**src/rtl/tfm_map.svh**
```systemverilog
/*
 Constants of the telemetry frame multiplexer: the frame item widths,
 the sync pattern, the filler byte and the time-code field widths.
 Assumes it is included by the package and the design files by bare name.
*/
// Operation
// - Each frame opens with the fixed 32-bit sync word FE6B2840.
// - Time-code words follow the sync word, or another time-code channel, directly.
// - A time-code channel is 64 bits: two 24-bit words, then one 16-bit word.
// - Encoded time is the time latched at start of that frame.
// - Time word one: day 23..14, zero at 13, hour 12..7, minute 6..0.
// - Time word two: zero at 23, seconds 22..16, zeros 13..12, milliseconds 11..0.
// - Word two bit 15 flags a time-code decoding error.
// - Word two bit 14 flags that no time-code input is detected.
// - Time word three: zeros at 15..14, hundreds of nanoseconds at 13..0.
// - Serial data goes in 16-bit words, about two percent over-allocated.
// - Two identical count words of valid bits lead each serial channel; rest filler. Here unused low bits of a last partial word are zero, not filler.
// - First serial bit after frame start lands in MSB of third word.
// - Analog samples are 8- or 12-bit offset binary, zero most negative.
// - First analog sample at frame start, rest evenly spaced, no count words.
// - Voice channels are analog channels with 8-bit samples.
// - Parallel channels get about two percent more words than needed.
// - Two identical 16-bit counts of used 8-bit words lead; rest is filler.
// - First parallel data word is first input word after frame start.
// - Recording starts with a setup block; later frames follow its layout.
// - Frames go out MSB first and are a multiple of eight bits long.
// - Twelve-bit words occur an even number of times per frame.
// - Without analog padding, FF filler bytes fill to the channel start point.
// - Serial then parallel channels, slowest first, ties by hardware sequence.
`ifndef TFM_MAP_SVH
`define TFM_MAP_SVH
`define TFM_SYNC_WORD 32'hfe6b2840
`define TFM_SYNC_W 6'h20
`define TFM_TCA_W 6'h18
`define TFM_TCB_W 6'h18
`define TFM_TCC_W 6'h10
`define TFM_FILL_W 6'h08
`define TFM_CNT_W 6'h10
`define TFM_SER_W 6'h10
`define TFM_PAR_W 6'h08
`define TFM_SETUP_W 6'h10
`define TFM_FILL_BYTE 8'hff
`define TFM_SHIFT_W 32
`define TFM_PCT_PAD 2
`define TFM_PCT_DIV 100
`define TFM_SEG_SCAN 4
`endif

```
**src/rtl/tfm_pkg.sv**
```systemverilog
/*
 Types of the telemetry frame multiplexer: frame segments, the time
 value carried into the time-code words, and the outgoing stream.
 Assumes the constant header sits beside it.
*/
`include "tfm_map.svh"
package tfm_pkg;
   // Frame items in the order they are sent
   typedef enum logic [3:0] {
      TFM_SEG_BOOT,
      TFM_SEG_SETUP,
      TFM_SEG_SYNC,
      TFM_SEG_TCA,
      TFM_SEG_TCB,
      TFM_SEG_TCC,
      TFM_SEG_FILL,
      TFM_SEG_SCNT,
      TFM_SEG_SDAT,
      TFM_SEG_PCNT,
      TFM_SEG_PDAT,
      TFM_SEG_ANA
   } tfm_seg_t;

   // Decoded time from the time-code reader
   typedef struct packed {
      logic [9:0] day;
      logic [5:0] hour;
      logic [6:0] minute;
      logic [6:0] second;
      logic [11:0] millisecond_field;
      logic [13:0] sub_ms_hundred_ns;
      logic time_sync_error_flag;
      logic time_input_absent_flag;
   } tfm_time_t;

   // Serial stream toward the recorder
   typedef struct packed {
      logic bit_out;
      logic bit_valid;
      logic frame_start;
   } tfm_stream_t;
endpackage : tfm_pkg

```
**src/rtl/tfm_chan_acc.sv**
```systemverilog
/*
 Double-banked capture for one input channel: units of IN_W bits are
 packed MSB first into WORD_W-bit words during one frame, then read out
 while the next frame fills the other bank.
 Assumes i_swap pulses for one cycle at each frame start.
*/
`timescale 1ns/1ns
`default_nettype none
`include "tfm_map.svh"
module tfm_chan_acc
   import tfm_pkg::*;
#(
   parameter int IN_W = 1,
   parameter int WORD_W = 16,
   parameter int NWORDS = 4,
   parameter logic [WORD_W-1:0] FILL = '1
) (
   input wire logic i_clk,
   input wire logic i_rst_b,
   input wire logic i_swap,
   input wire logic i_valid,
   input wire logic [IN_W-1:0] i_data,
   input wire logic [15:0] i_rd_idx,
   output logic [WORD_W-1:0] o_rd_word,
   output logic [15:0] o_count
);
   localparam int UPW = WORD_W / IN_W;
   localparam logic [15:0] CAP = 16'(NWORDS * UPW);

   typedef struct packed {
      logic bank;
      logic [15:0] wr_cnt;
      logic [WORD_W-1:0] part;
      logic [1:0][NWORDS-1:0][WORD_W-1:0] mem;
      logic [15:0] cnt_out;
   } tfm_acc_t;

   tfm_acc_t q, d;

   // Frame swap first, so a unit arriving with the swap opens the new frame
   always_comb begin
      logic [WORD_W+IN_W-1:0] cat;
      logic [15:0] fill_units;
      cat = '0;
      fill_units = '0;
      d = q;
      if (i_swap) begin
         fill_units = 16'(q.wr_cnt % 16'(UPW));
         if (fill_units != '0) begin // Partial word left-aligned, low bits zero
            d.mem[q.bank][q.wr_cnt / 16'(UPW)] =
               WORD_W'(q.part << (IN_W * (UPW - int'(fill_units))));
         end
         d.cnt_out = q.wr_cnt; // Units that hold real data
         d.bank = ~q.bank;
         d.wr_cnt = '0;
         d.part = '0;
         for (int i = 0; i < NWORDS; i++) begin
            d.mem[~q.bank][i] = FILL;
         end
      end
      // Over-capacity units are dropped; allocation margin keeps this rare
      if (i_valid && d.wr_cnt < CAP) begin // First unit lands in word MSB
         cat = {d.part, i_data};
         d.part = cat[WORD_W-1:0];
         if (((d.wr_cnt + 16'h0001) % 16'(UPW)) == '0) begin
            d.mem[d.bank][d.wr_cnt / 16'(UPW)] = cat[WORD_W-1:0];
         end
         d.wr_cnt = d.wr_cnt + 16'h0001;
      end
   end

   // State register
   always_ff @(posedge i_clk or negedge i_rst_b) begin
      if (!i_rst_b) begin
         q <= '0;
         q.mem <= {2 * NWORDS{FILL}}; // Banks start as filler so the first frame reads clean
      end else begin
         q <= d;
      end
   end

   // Readout comes from the bank filled during the previous frame
   assign o_rd_word = (i_rd_idx < 16'(NWORDS)) ? q.mem[~q.bank][i_rd_idx] : FILL;
   assign o_count = q.cnt_out;
endmodule : tfm_chan_acc
`default_nettype wire

```
**src/rtl/tfm_framer.sv**
```systemverilog
/*
 Composite frame builder: setup block once after reset, then endless
 frames of sync, one time-code channel, FF filler, a serial channel,
 a parallel channel and an analog channel, sent one bit per clock.
 Assumes inputs synchronous to i_clk and a converter giving offset
 binary samples on i_ana_sample whenever it is strobed.
*/
`timescale 1ns/1ns
`default_nettype none
`include "tfm_map.svh"
module tfm_framer
   import tfm_pkg::*;
#(
   parameter bit TC_EN = 1'b1,
   parameter int FILL_BYTES = 7,
   parameter int SER_NOM_WORDS = 8,
   parameter int PAR_NOM_WORDS = 8,
   parameter int ANA_W = 12,
   parameter int ANA_NOM = 4,
   parameter int SETUP_N = 2,
   parameter logic [SETUP_N-1:0][15:0] SETUP_IMG = '0
) (
   input wire logic i_clk,
   input wire logic i_rst_b,
   input wire tfm_time_t i_time,
   input wire logic i_ser_bit,
   input wire logic i_ser_valid,
   input wire logic [7:0] i_par_word,
   input wire logic i_par_valid,
   input wire logic [ANA_W-1:0] i_ana_sample,
   output tfm_stream_t o_tx,
   output logic o_ana_strobe
);
   // Allocation rounds the two percent margin up
   localparam int SER_N = SER_NOM_WORDS +
      (SER_NOM_WORDS * `TFM_PCT_PAD + `TFM_PCT_DIV - 1) / `TFM_PCT_DIV;
   localparam int PAR_N = PAR_NOM_WORDS +
      (PAR_NOM_WORDS * `TFM_PCT_PAD + `TFM_PCT_DIV - 1) / `TFM_PCT_DIV;
   // Twelve-bit samples rounded to an even count keep the frame byte aligned
   localparam int ANA_N = (ANA_W == 12 && (ANA_NOM % 2) != 0) ? ANA_NOM + 1 : ANA_NOM;
   localparam int FRAME_BITS = 32 + (TC_EN ? 64 : 0) + 8 * FILL_BYTES +
      16 * (2 + SER_N) + 16 * 2 + 8 * PAR_N + ANA_W * ANA_N;
   localparam int PACE = FRAME_BITS / ANA_N;
   localparam logic [15:0] PACE_LAST = 16'(PACE - 1);
   localparam logic [15:0] FRAME_LAST = 16'(FRAME_BITS - 1);

   typedef struct packed {
      tfm_seg_t seg;
      logic [15:0] idx;
      logic [5:0] left;
      logic [`TFM_SHIFT_W-1:0] sh;
      tfm_time_t tout;
      logic [15:0] pace_cnt;
      logic [15:0] ana_taken;
      tfm_stream_t tx;
      logic ana_strobe;
   } tfm_frm_t;

   tfm_frm_t q, d;
   logic [1:0] rst_pipe_q;
   logic rst_b;
   logic swap;
   logic ana_take;
   logic [15:0] rd_idx;
   logic [15:0] ser_cnt, par_cnt;
   logic [15:0] ser_word;
   logic [7:0] par_word;
   logic [ANA_W-1:0] ana_word;

   // Reset asserts asynchronously but releases through two flops
   always_ff @(posedge i_clk or negedge i_rst_b) begin
      if (!i_rst_b) begin
         rst_pipe_q <= 2'h0;
      end else begin
         rst_pipe_q <= {rst_pipe_q[0], 1'b1};
      end
   end
   assign rst_b = rst_pipe_q[1];

   // Words in each frame item
   function automatic logic [15:0] seg_len(input tfm_seg_t s);
      case (s)
         TFM_SEG_BOOT: seg_len = 16'h0001;
         TFM_SEG_SETUP: seg_len = 16'(SETUP_N);
         TFM_SEG_SYNC: seg_len = 16'h0001;
         TFM_SEG_TCA, TFM_SEG_TCB, TFM_SEG_TCC: seg_len = TC_EN ? 16'h0001 : 16'h0000;
         TFM_SEG_FILL: seg_len = 16'(FILL_BYTES);
         TFM_SEG_SCNT, TFM_SEG_PCNT: seg_len = 16'h0002;
         TFM_SEG_SDAT: seg_len = 16'(SER_N);
         TFM_SEG_PDAT: seg_len = 16'(PAR_N);
         TFM_SEG_ANA: seg_len = 16'(ANA_N);
         default: seg_len = 16'h0001;
      endcase
   endfunction : seg_len

   // Bits per word of each frame item
   function automatic logic [5:0] seg_w(input tfm_seg_t s);
      case (s)
         TFM_SEG_SETUP: seg_w = `TFM_SETUP_W;
         TFM_SEG_SYNC: seg_w = `TFM_SYNC_W;
         TFM_SEG_TCA: seg_w = `TFM_TCA_W; // Two 24-bit words then a 16-bit one
         TFM_SEG_TCB: seg_w = `TFM_TCB_W;
         TFM_SEG_TCC: seg_w = `TFM_TCC_W;
         TFM_SEG_FILL: seg_w = `TFM_FILL_W;
         TFM_SEG_SCNT, TFM_SEG_PCNT: seg_w = `TFM_CNT_W;
         TFM_SEG_SDAT: seg_w = `TFM_SER_W;
         TFM_SEG_PDAT: seg_w = `TFM_PAR_W;
         TFM_SEG_ANA: seg_w = 6'(ANA_W);
         default: seg_w = 6'h01;
      endcase
   endfunction : seg_w

   // Fixed item order; empty items are skipped
   function automatic tfm_seg_t seg_next(input tfm_seg_t s);
      case (s)
         TFM_SEG_BOOT: seg_next = TFM_SEG_SETUP; // Setup block precedes the first frame
         TFM_SEG_SETUP: seg_next = TFM_SEG_SYNC;
         TFM_SEG_SYNC: seg_next = TFM_SEG_TCA;
         TFM_SEG_TCA: seg_next = TFM_SEG_TCB;
         TFM_SEG_TCB: seg_next = TFM_SEG_TCC;
         TFM_SEG_TCC: seg_next = TFM_SEG_FILL;
         TFM_SEG_FILL: seg_next = TFM_SEG_SCNT;
         TFM_SEG_SCNT: seg_next = TFM_SEG_SDAT;
         TFM_SEG_SDAT: seg_next = TFM_SEG_PCNT;
         TFM_SEG_PCNT: seg_next = TFM_SEG_PDAT;
         TFM_SEG_PDAT: seg_next = TFM_SEG_ANA;
         TFM_SEG_ANA: seg_next = TFM_SEG_SYNC;
         default: seg_next = TFM_SEG_SYNC;
      endcase
   endfunction : seg_next

   // Serial channel capture, one bit per unit into 16-bit words
   tfm_chan_acc #(.IN_W(1), .WORD_W(16), .NWORDS(SER_N), .FILL(16'hffff)) u_ser (
      .i_clk(i_clk),
      .i_rst_b(rst_b),
      .i_swap(swap),
      .i_valid(i_ser_valid),
      .i_data(i_ser_bit),
      .i_rd_idx(rd_idx),
      .o_rd_word(ser_word),
      .o_count(ser_cnt)
   );

   // Parallel channel capture, one 8-bit word per unit
   tfm_chan_acc #(.IN_W(8), .WORD_W(8), .NWORDS(PAR_N), .FILL(`TFM_FILL_BYTE)) u_par (
      .i_clk(i_clk),
      .i_rst_b(rst_b),
      .i_swap(swap),
      .i_valid(i_par_valid),
      .i_data(i_par_word),
      .i_rd_idx(rd_idx),
      .o_rd_word(par_word),
      .o_count(par_cnt)
   );

   // Analog samples pass through unchanged as offset binary
   tfm_chan_acc #(.IN_W(ANA_W), .WORD_W(ANA_W), .NWORDS(ANA_N), .FILL('0)) u_ana (
      .i_clk(i_clk),
      .i_rst_b(rst_b),
      .i_swap(swap),
      .i_valid(ana_take),
      .i_data(i_ana_sample),
      .i_rd_idx(rd_idx),
      .o_rd_word(ana_word),
      .o_count()
   );

   // Bit sequencer, frame start events and the analog pacer
   always_comb begin
      tfm_seg_t s;
      logic [15:0] ni;
      logic [`TFM_SHIFT_W-1:0] w;
      s = q.seg;
      ni = '0;
      w = '0;
      d = q;
      swap = 1'b0;
      rd_idx = q.idx;
      d.tx.frame_start = 1'b0;
      if (q.left == 6'h01) begin
         ni = q.idx + 16'h0001;
         if (ni >= seg_len(q.seg)) begin
            ni = '0;
            s = seg_next(q.seg);
            for (int k = 0; k < `TFM_SEG_SCAN; k++) begin
               if (seg_len(s) == '0) begin
                  s = seg_next(s);
               end
            end
         end
         rd_idx = ni;
         if (s == TFM_SEG_SYNC) begin // Time caught at the opening of each frame
            swap = 1'b1;
            d.tx.frame_start = 1'b1;
            d.tout = i_time; // Same frame's start time, no one-frame lag
         end
         case (s)
            TFM_SEG_SETUP: w = 32'(SETUP_IMG[ni]);
            TFM_SEG_SYNC: w = `TFM_SYNC_WORD;
            TFM_SEG_TCA: w = 32'({d.tout.day, 1'b0, d.tout.hour, d.tout.minute});
            TFM_SEG_TCB: w = 32'({1'b0, d.tout.second, d.tout.time_sync_error_flag,
               d.tout.time_input_absent_flag, 2'h0, d.tout.millisecond_field});
            TFM_SEG_TCC: w = 32'({2'h0, d.tout.sub_ms_hundred_ns});
            TFM_SEG_FILL: w = 32'(`TFM_FILL_BYTE);
            TFM_SEG_SCNT: w = 32'(ser_cnt); // Same count sent twice
            TFM_SEG_SDAT: w = 32'(ser_word);
            TFM_SEG_PCNT: w = 32'(par_cnt);
            TFM_SEG_PDAT: w = 32'(par_word);
            TFM_SEG_ANA: w = 32'(ana_word);
            default: w = '0;
         endcase
         d.seg = s;
         d.idx = ni;
         d.left = seg_w(s);
         d.sh = w << (6'(`TFM_SHIFT_W) - seg_w(s)); // Left-aligned so MSB leaves first
      end else begin
         d.sh = q.sh << 1;
         d.left = q.left - 6'h01;
      end
      d.tx.bit_out = d.sh[`TFM_SHIFT_W-1];
      d.tx.bit_valid = (d.seg != TFM_SEG_BOOT);
      // Pacer restarts at frame start so the first sample lands on it
      ana_take = 1'b0;
      if (swap) begin
         ana_take = 1'b1;
         d.pace_cnt = '0;
         d.ana_taken = 16'h0001;
      end else if (q.pace_cnt == PACE_LAST) begin
         d.pace_cnt = '0;
         if (q.ana_taken < 16'(ANA_N)) begin
            ana_take = 1'b1;
            d.ana_taken = q.ana_taken + 16'h0001;
         end
      end else begin
         d.pace_cnt = q.pace_cnt + 16'h0001;
      end
      d.ana_strobe = ana_take;
   end

   // State register; reset parks in the boot slot so the setup block goes first
   always_ff @(posedge i_clk or negedge rst_b) begin
      if (!rst_b) begin
         q <= '0;
         q.seg <= TFM_SEG_BOOT;
         q.left <= 6'h01;
      end else begin
         q <= d;
      end
   end

   assign o_tx = q.tx;
   assign o_ana_strobe = q.ana_strobe;

   // Checks on the built stream
   logic [15:0] fbits_q;
   always_ff @(posedge i_clk or negedge rst_b) begin
      if (!rst_b) begin
         fbits_q <= '0;
      end else if (q.tx.frame_start) begin
         fbits_q <= 16'h0001;
      end else if (fbits_q != '0) begin // Idle until the first sync, so setup is not measured
         fbits_q <= fbits_q + 16'h0001;
      end
   end
endmodule : tfm_framer
`default_nettype wire

```
**config.mk**
```make
export PLATFORM = sky130hd
export DESIGN_NAME = tfm_framer
export DESIGN_NICKNAME = d
export VERILOG_FILES = /design/src/rtl/tfm_pkg.sv /design/src/rtl/tfm_chan_acc.sv /design/src/rtl/tfm_framer.sv
export VERILOG_INCLUDE_DIRS = /design/src /design/src/rtl
export SDC_FILE = /design/constraint.sdc
export NUM_CORES = 2
export LEC_CHECK = 0
export ABC_CLOCK_PERIOD_IN_PS = 39700
export BUFFER_PORTS_ARGS = -buffer_cell sky130_fd_sc_hd__buf_4
export CORE_ASPECT_RATIO = 0.6
export CORE_UTILIZATION = 30
export DETAILED_ROUTE_END_ITERATION = 10
export PLACE_DENSITY = 0.43
export RECOVER_POWER = 100
export SYNTH_ARGS = -nofsm -noshare
export SYNTH_HDL_FRONTEND = slang
export SYNTH_SLANG_ARGS = --single-unit
```
**constraint.sdc**
```tcl
create_clock -name i_clk -period 39.7 [get_ports i_clk]
set_input_delay 11.91 -clock i_clk [delete_from_list [all_inputs] [get_ports i_clk]]
set_output_delay 11.91 -clock i_clk [all_outputs]
set_load 0.03 [all_outputs]
```
==> results.ini <==
[cts]
cts_buffers = 86
cts_setup_buffers = 0
cts_resized = 0
holdBufCountCts = 0
cts_buffer_depth = 3
clock_latency_ns = 0.72
htreeDepth = 3
root_buffer = clkbuf_16
clock-sinks = 780
cts_tree = built
cts.clk_slew.worst_paths_ns = 0.06

[die]
num_rows = 109
io_pins = 87
initial_core_util = 0.302
core_mm2 = 0.147
die_w_um = 499
die_y_um = 300
die-area_mm2 = 0.150

[synthesis]
syn_area_per_cell_um2 = 8.44
synth_nets = 5388
synth_top_area_cell = dfstp_2
ys_ff_latch = 780
syn-instance-count = 5277
synth_ff_type = dfstp_2
yosysWarnings = 0
synth_cell_type_count = 110
synth_area_leaders = dfstp_2 26%, dfrtp_1 19%, nand2_1 9.6%
yosysTopAreaCellShare = 0.255
ys_seq_area_frac = 0.450
syn_area_mm2 = 0.0445
synthArstFlopShare = 1.00
synth_edf_count = 0

[worst_setup_path]
critPathLaunch = q[132]$_DFFE_PN0P_
r2r-start = q[132]$_DFFE_PN0P_
critPathKind = register to register
max_stage_delay_ns = 3.05
path_buf_inv = 6
path_max_fanout = 106
cp-start-kind = register
slowest_stage = clkbuf_1
crit_required_ns = 40.32
regToRegSetupSlack_ns = 21.77
crit_chain = ha_1 > nand4_1 > nor3_1 > a31o_2 > o2111ai_1 > clkbuf_1 > nor3_1 > clkbuf_1 > o211a_1 > nand3_1 > clkinvlp_2 > clkbuf_1 > clkbuf_1 > clkbuf_1 > o22ai_1 > o21ai_0
path_delay_family = buffers and inverters
rr_endpoint = u_ser.q[227]$_DFF_PN1_
arrival_ns = 18.54
crit_path_end_kind = register
worstSetupPathDepth = 16
r2r_cells = 16
crit_path_end = u_ser.q[227]$_DFF_PN1_
cpMostUsedCell = clkbuf_1

[hold_path]
hold_path_depth = 0
min_path_type = register to register

[run_status]
status = finished with violations
violations = max-capacitance violations, max-slew violations

[global_routing]
grt_usage = 0.274
antenna_found_initial = 15
grt_pass1_vias = 38832
grt_pass1_wl_um = 300000
grt_max_degree = 146
overflow = 0

[route]
drcViolationCount = 0
wl_per_cell_um = 29.4
ant_nets = 0
firstDrtPassIters = 6
vias = 42034
wirelength_um = 210000
via_per_inst = 5.88
drt_iter0_markers = 5432

[finish]
instances_no_fill = 7145
areaGrowthSynthToFinish_pct = 11.1
layout.nets = 5240
design_area_mm2 = 0.0495
fin_util = 0.336
drive_gt1_frac = 0.175
fillers = 15386

[place]
numPortBuffers = 86
dp_hpwl_um = 138000
place_area_mm2 = 0.0471
dp_slack_ns = 24.73
gp_congestion = 0.915
dpl.cell_count = 6983

[sta]
setup_viol = 0
min_period_ns = 17.93
fin_skew_ns = 0.0448
relSlewSlack = -4.06
finalHoldViolCount = 0
whs_ns = 0.361
rsz0062_at_grt = no
maxSlewViolCount = 2211
fin_setup_tns_ns = 0
fin_crit_sh = 0.452
fmax_mhz = 55.8
tightest_slew_ns = 7.59
setup_slack_ns = 21.77

[power]
peakVddDrop_mv = 0.0337
powerDensity_mw_per_mm2 = 43.4
power.leakage_nw = 19.4
fin_total_pwr_mw = 2.15

[run]
maxCapViolations = 52

## layer usage
layer | vias to the layer above | global-route usage | part of all wire
li1 | 18621 | - | -
met1 | 21031 | 0.439 | 0.49
met2 | 2128 | 0.353 | 0.38
met3 | 242 | 0.0775 | 0.11
met4 | 12 | 0.0539 | 0.018
met5 | - | 0 | 0.00038
## power by group
part / internal [mW] / total (mW) / switching, mW
logic: 0.106 / 0.359 / 0.253
clock network: 0.470 / 0.845 / 0.375
registers: 0.885 / 0.945 / 0.0597
## worst min-delay path by stage
stage / startpoint / endpoint / slack (ns)
finish: rst_pipe_q[0]$_DFF_PN0_ / rst_pipe_q[1]$_DFF_PN0_ / 0.36
global route: rst_pipe_q[0]$_DFF_PN0_ / rst_pipe_q[1]$_DFF_PN0_ / 0.37
CTS: rst_pipe_q[1]$_DFF_PN0_ / q[13]$_DFFE_PN0P_ / 0.32
detailed placement: rst_pipe_q[1]$_DFF_PN0_ / q[10]$_DFFE_PN0P_ / 0.32
global placement: rst_pipe_q[1]$_DFF_PN0_ / q[10]$_DFFE_PN0P_ / 0.31
floorplan: rst_pipe_q[0]$_DFF_PN0_ / rst_pipe_q[1]$_DFF_PN0_ / 0.33
## worst register-to-register path: stages (launching register included)
cell and delay (ns):
dfrtp_1 1.55, ha_1 0.67, nand4_1 0.32, nor3_1 0.22
a31o_2 0.20, o2111ai_1 0.63, clkbuf_1 1.01, nor3_1 0.45
clkbuf_1 1.20, o211a_1 0.53, nand3_1 0.91, clkinvlp_2 2.95
clkbuf_1 2.12, clkbuf_1 1.34, clkbuf_1 3.07, o22ai_1 0.33
o21ai_0 0.34
## cells in the mapped netlist (20+ instances only)
| master | n |
|---|---|
| a2111oi_0 | 20 |
| a211oi_1 | 33 |
| a21oi_1 | 209 |
| a31oi_1 | 56 |
| and2_1 | 56 |
| and3_1 | 52 |
| buf_1 | 34 |
| buf_2 | 71 |
| clkbuf_1 | 349 |
| dfrtp_1 | 347 |
| dfstp_2 | 433 |
| ha_1 | 28 |
| inv_1 | 36 |
| mux2_2 | 36 |
| mux2i_1 | 116 |
| mux4_2 | 41 |
| nand2_1 | 1140 |
| nand3_1 | 207 |
| nand4_1 | 53 |
| nor2_1 | 378 |
| nor3_1 | 34 |
| nor4_1 | 29 |
| o211ai_1 | 36 |
| o21ai_0 | 690 |
| o21ai_1 | 69 |
| o221ai_1 | 70 |
| o22ai_1 | 243 |
| or3_1 | 25 |
| xnor2_1 | 21 |
| xor2_1 | 21 |
## cell type report
| class | count | area [um2] | share of cell area |
|---|---|---|---|
| Clock inverter | 32 | 268 | 0.00541 |
| Multi-Input combinational cell | 3966 | 22300 | 0.451 |
| Sequential cell | 780 | 20100 | 0.405 |
| Antenna cell | 4 | 10.0 | 0.000202 |
| Timing Repair Buffer | 253 | 1680 | 0.0339 |
| Inverter | 42 | 165 | 0.00334 |
| Tap cell | 1942 | 2430 | 0.0491 |
| Clock buffer | 126 | 2580 | 0.0520 |
## placed cells by master (no fill, tap or decap), drive strengths merged, types with 28 or more instances in the layout
cell type     n
mux4         41
nor2        384
nand3       208
nand4        55
a31oi        57
a21oi       209
mux2i       116
and3         52
nor3         39
dfstp       433
inv          42
a211oi       34
o22ai       245
nor4         41
o21ai       759
and2         56
mux2         39
o221ai       70
buf         187
clkbuf      192
dfrtp       347
o211ai       37
ha           28
nand2      1142
## flip-flops by register name, summed over array words and instances, names as in the netlist
signal / cells
rst_pipe_q: 2
u_ana.q: 113
u_ser.o_count: 16
o_ana_strobe: 1
q: 147
u_ser.q: 321
o_tx: 3
u_par.o_count: 16
u_par.q: 161
## kinds of logic (layout without fill, tap and decap cells)
family | count (synthesis) | count (layout) | share of synthesized area
AND/OR/NAND/NOR | 2058 | 2058 | 0.202
AO/OA/AOI/OAI | 1641 | 1641 | 0.225
flip-flops | 780 | 780 | 0.450
buffers and inverters | 531 | 453 | 0.0493
multiplexers | 196 | 196 | 0.0566
XOR/XNOR | 42 | 42 | 0.00826
adder cells (fa/ha/maj) | 28 | 28 | 0.00786
other | 1 | 5 | 0.0000842
Power figures use the tool's default switching activity.
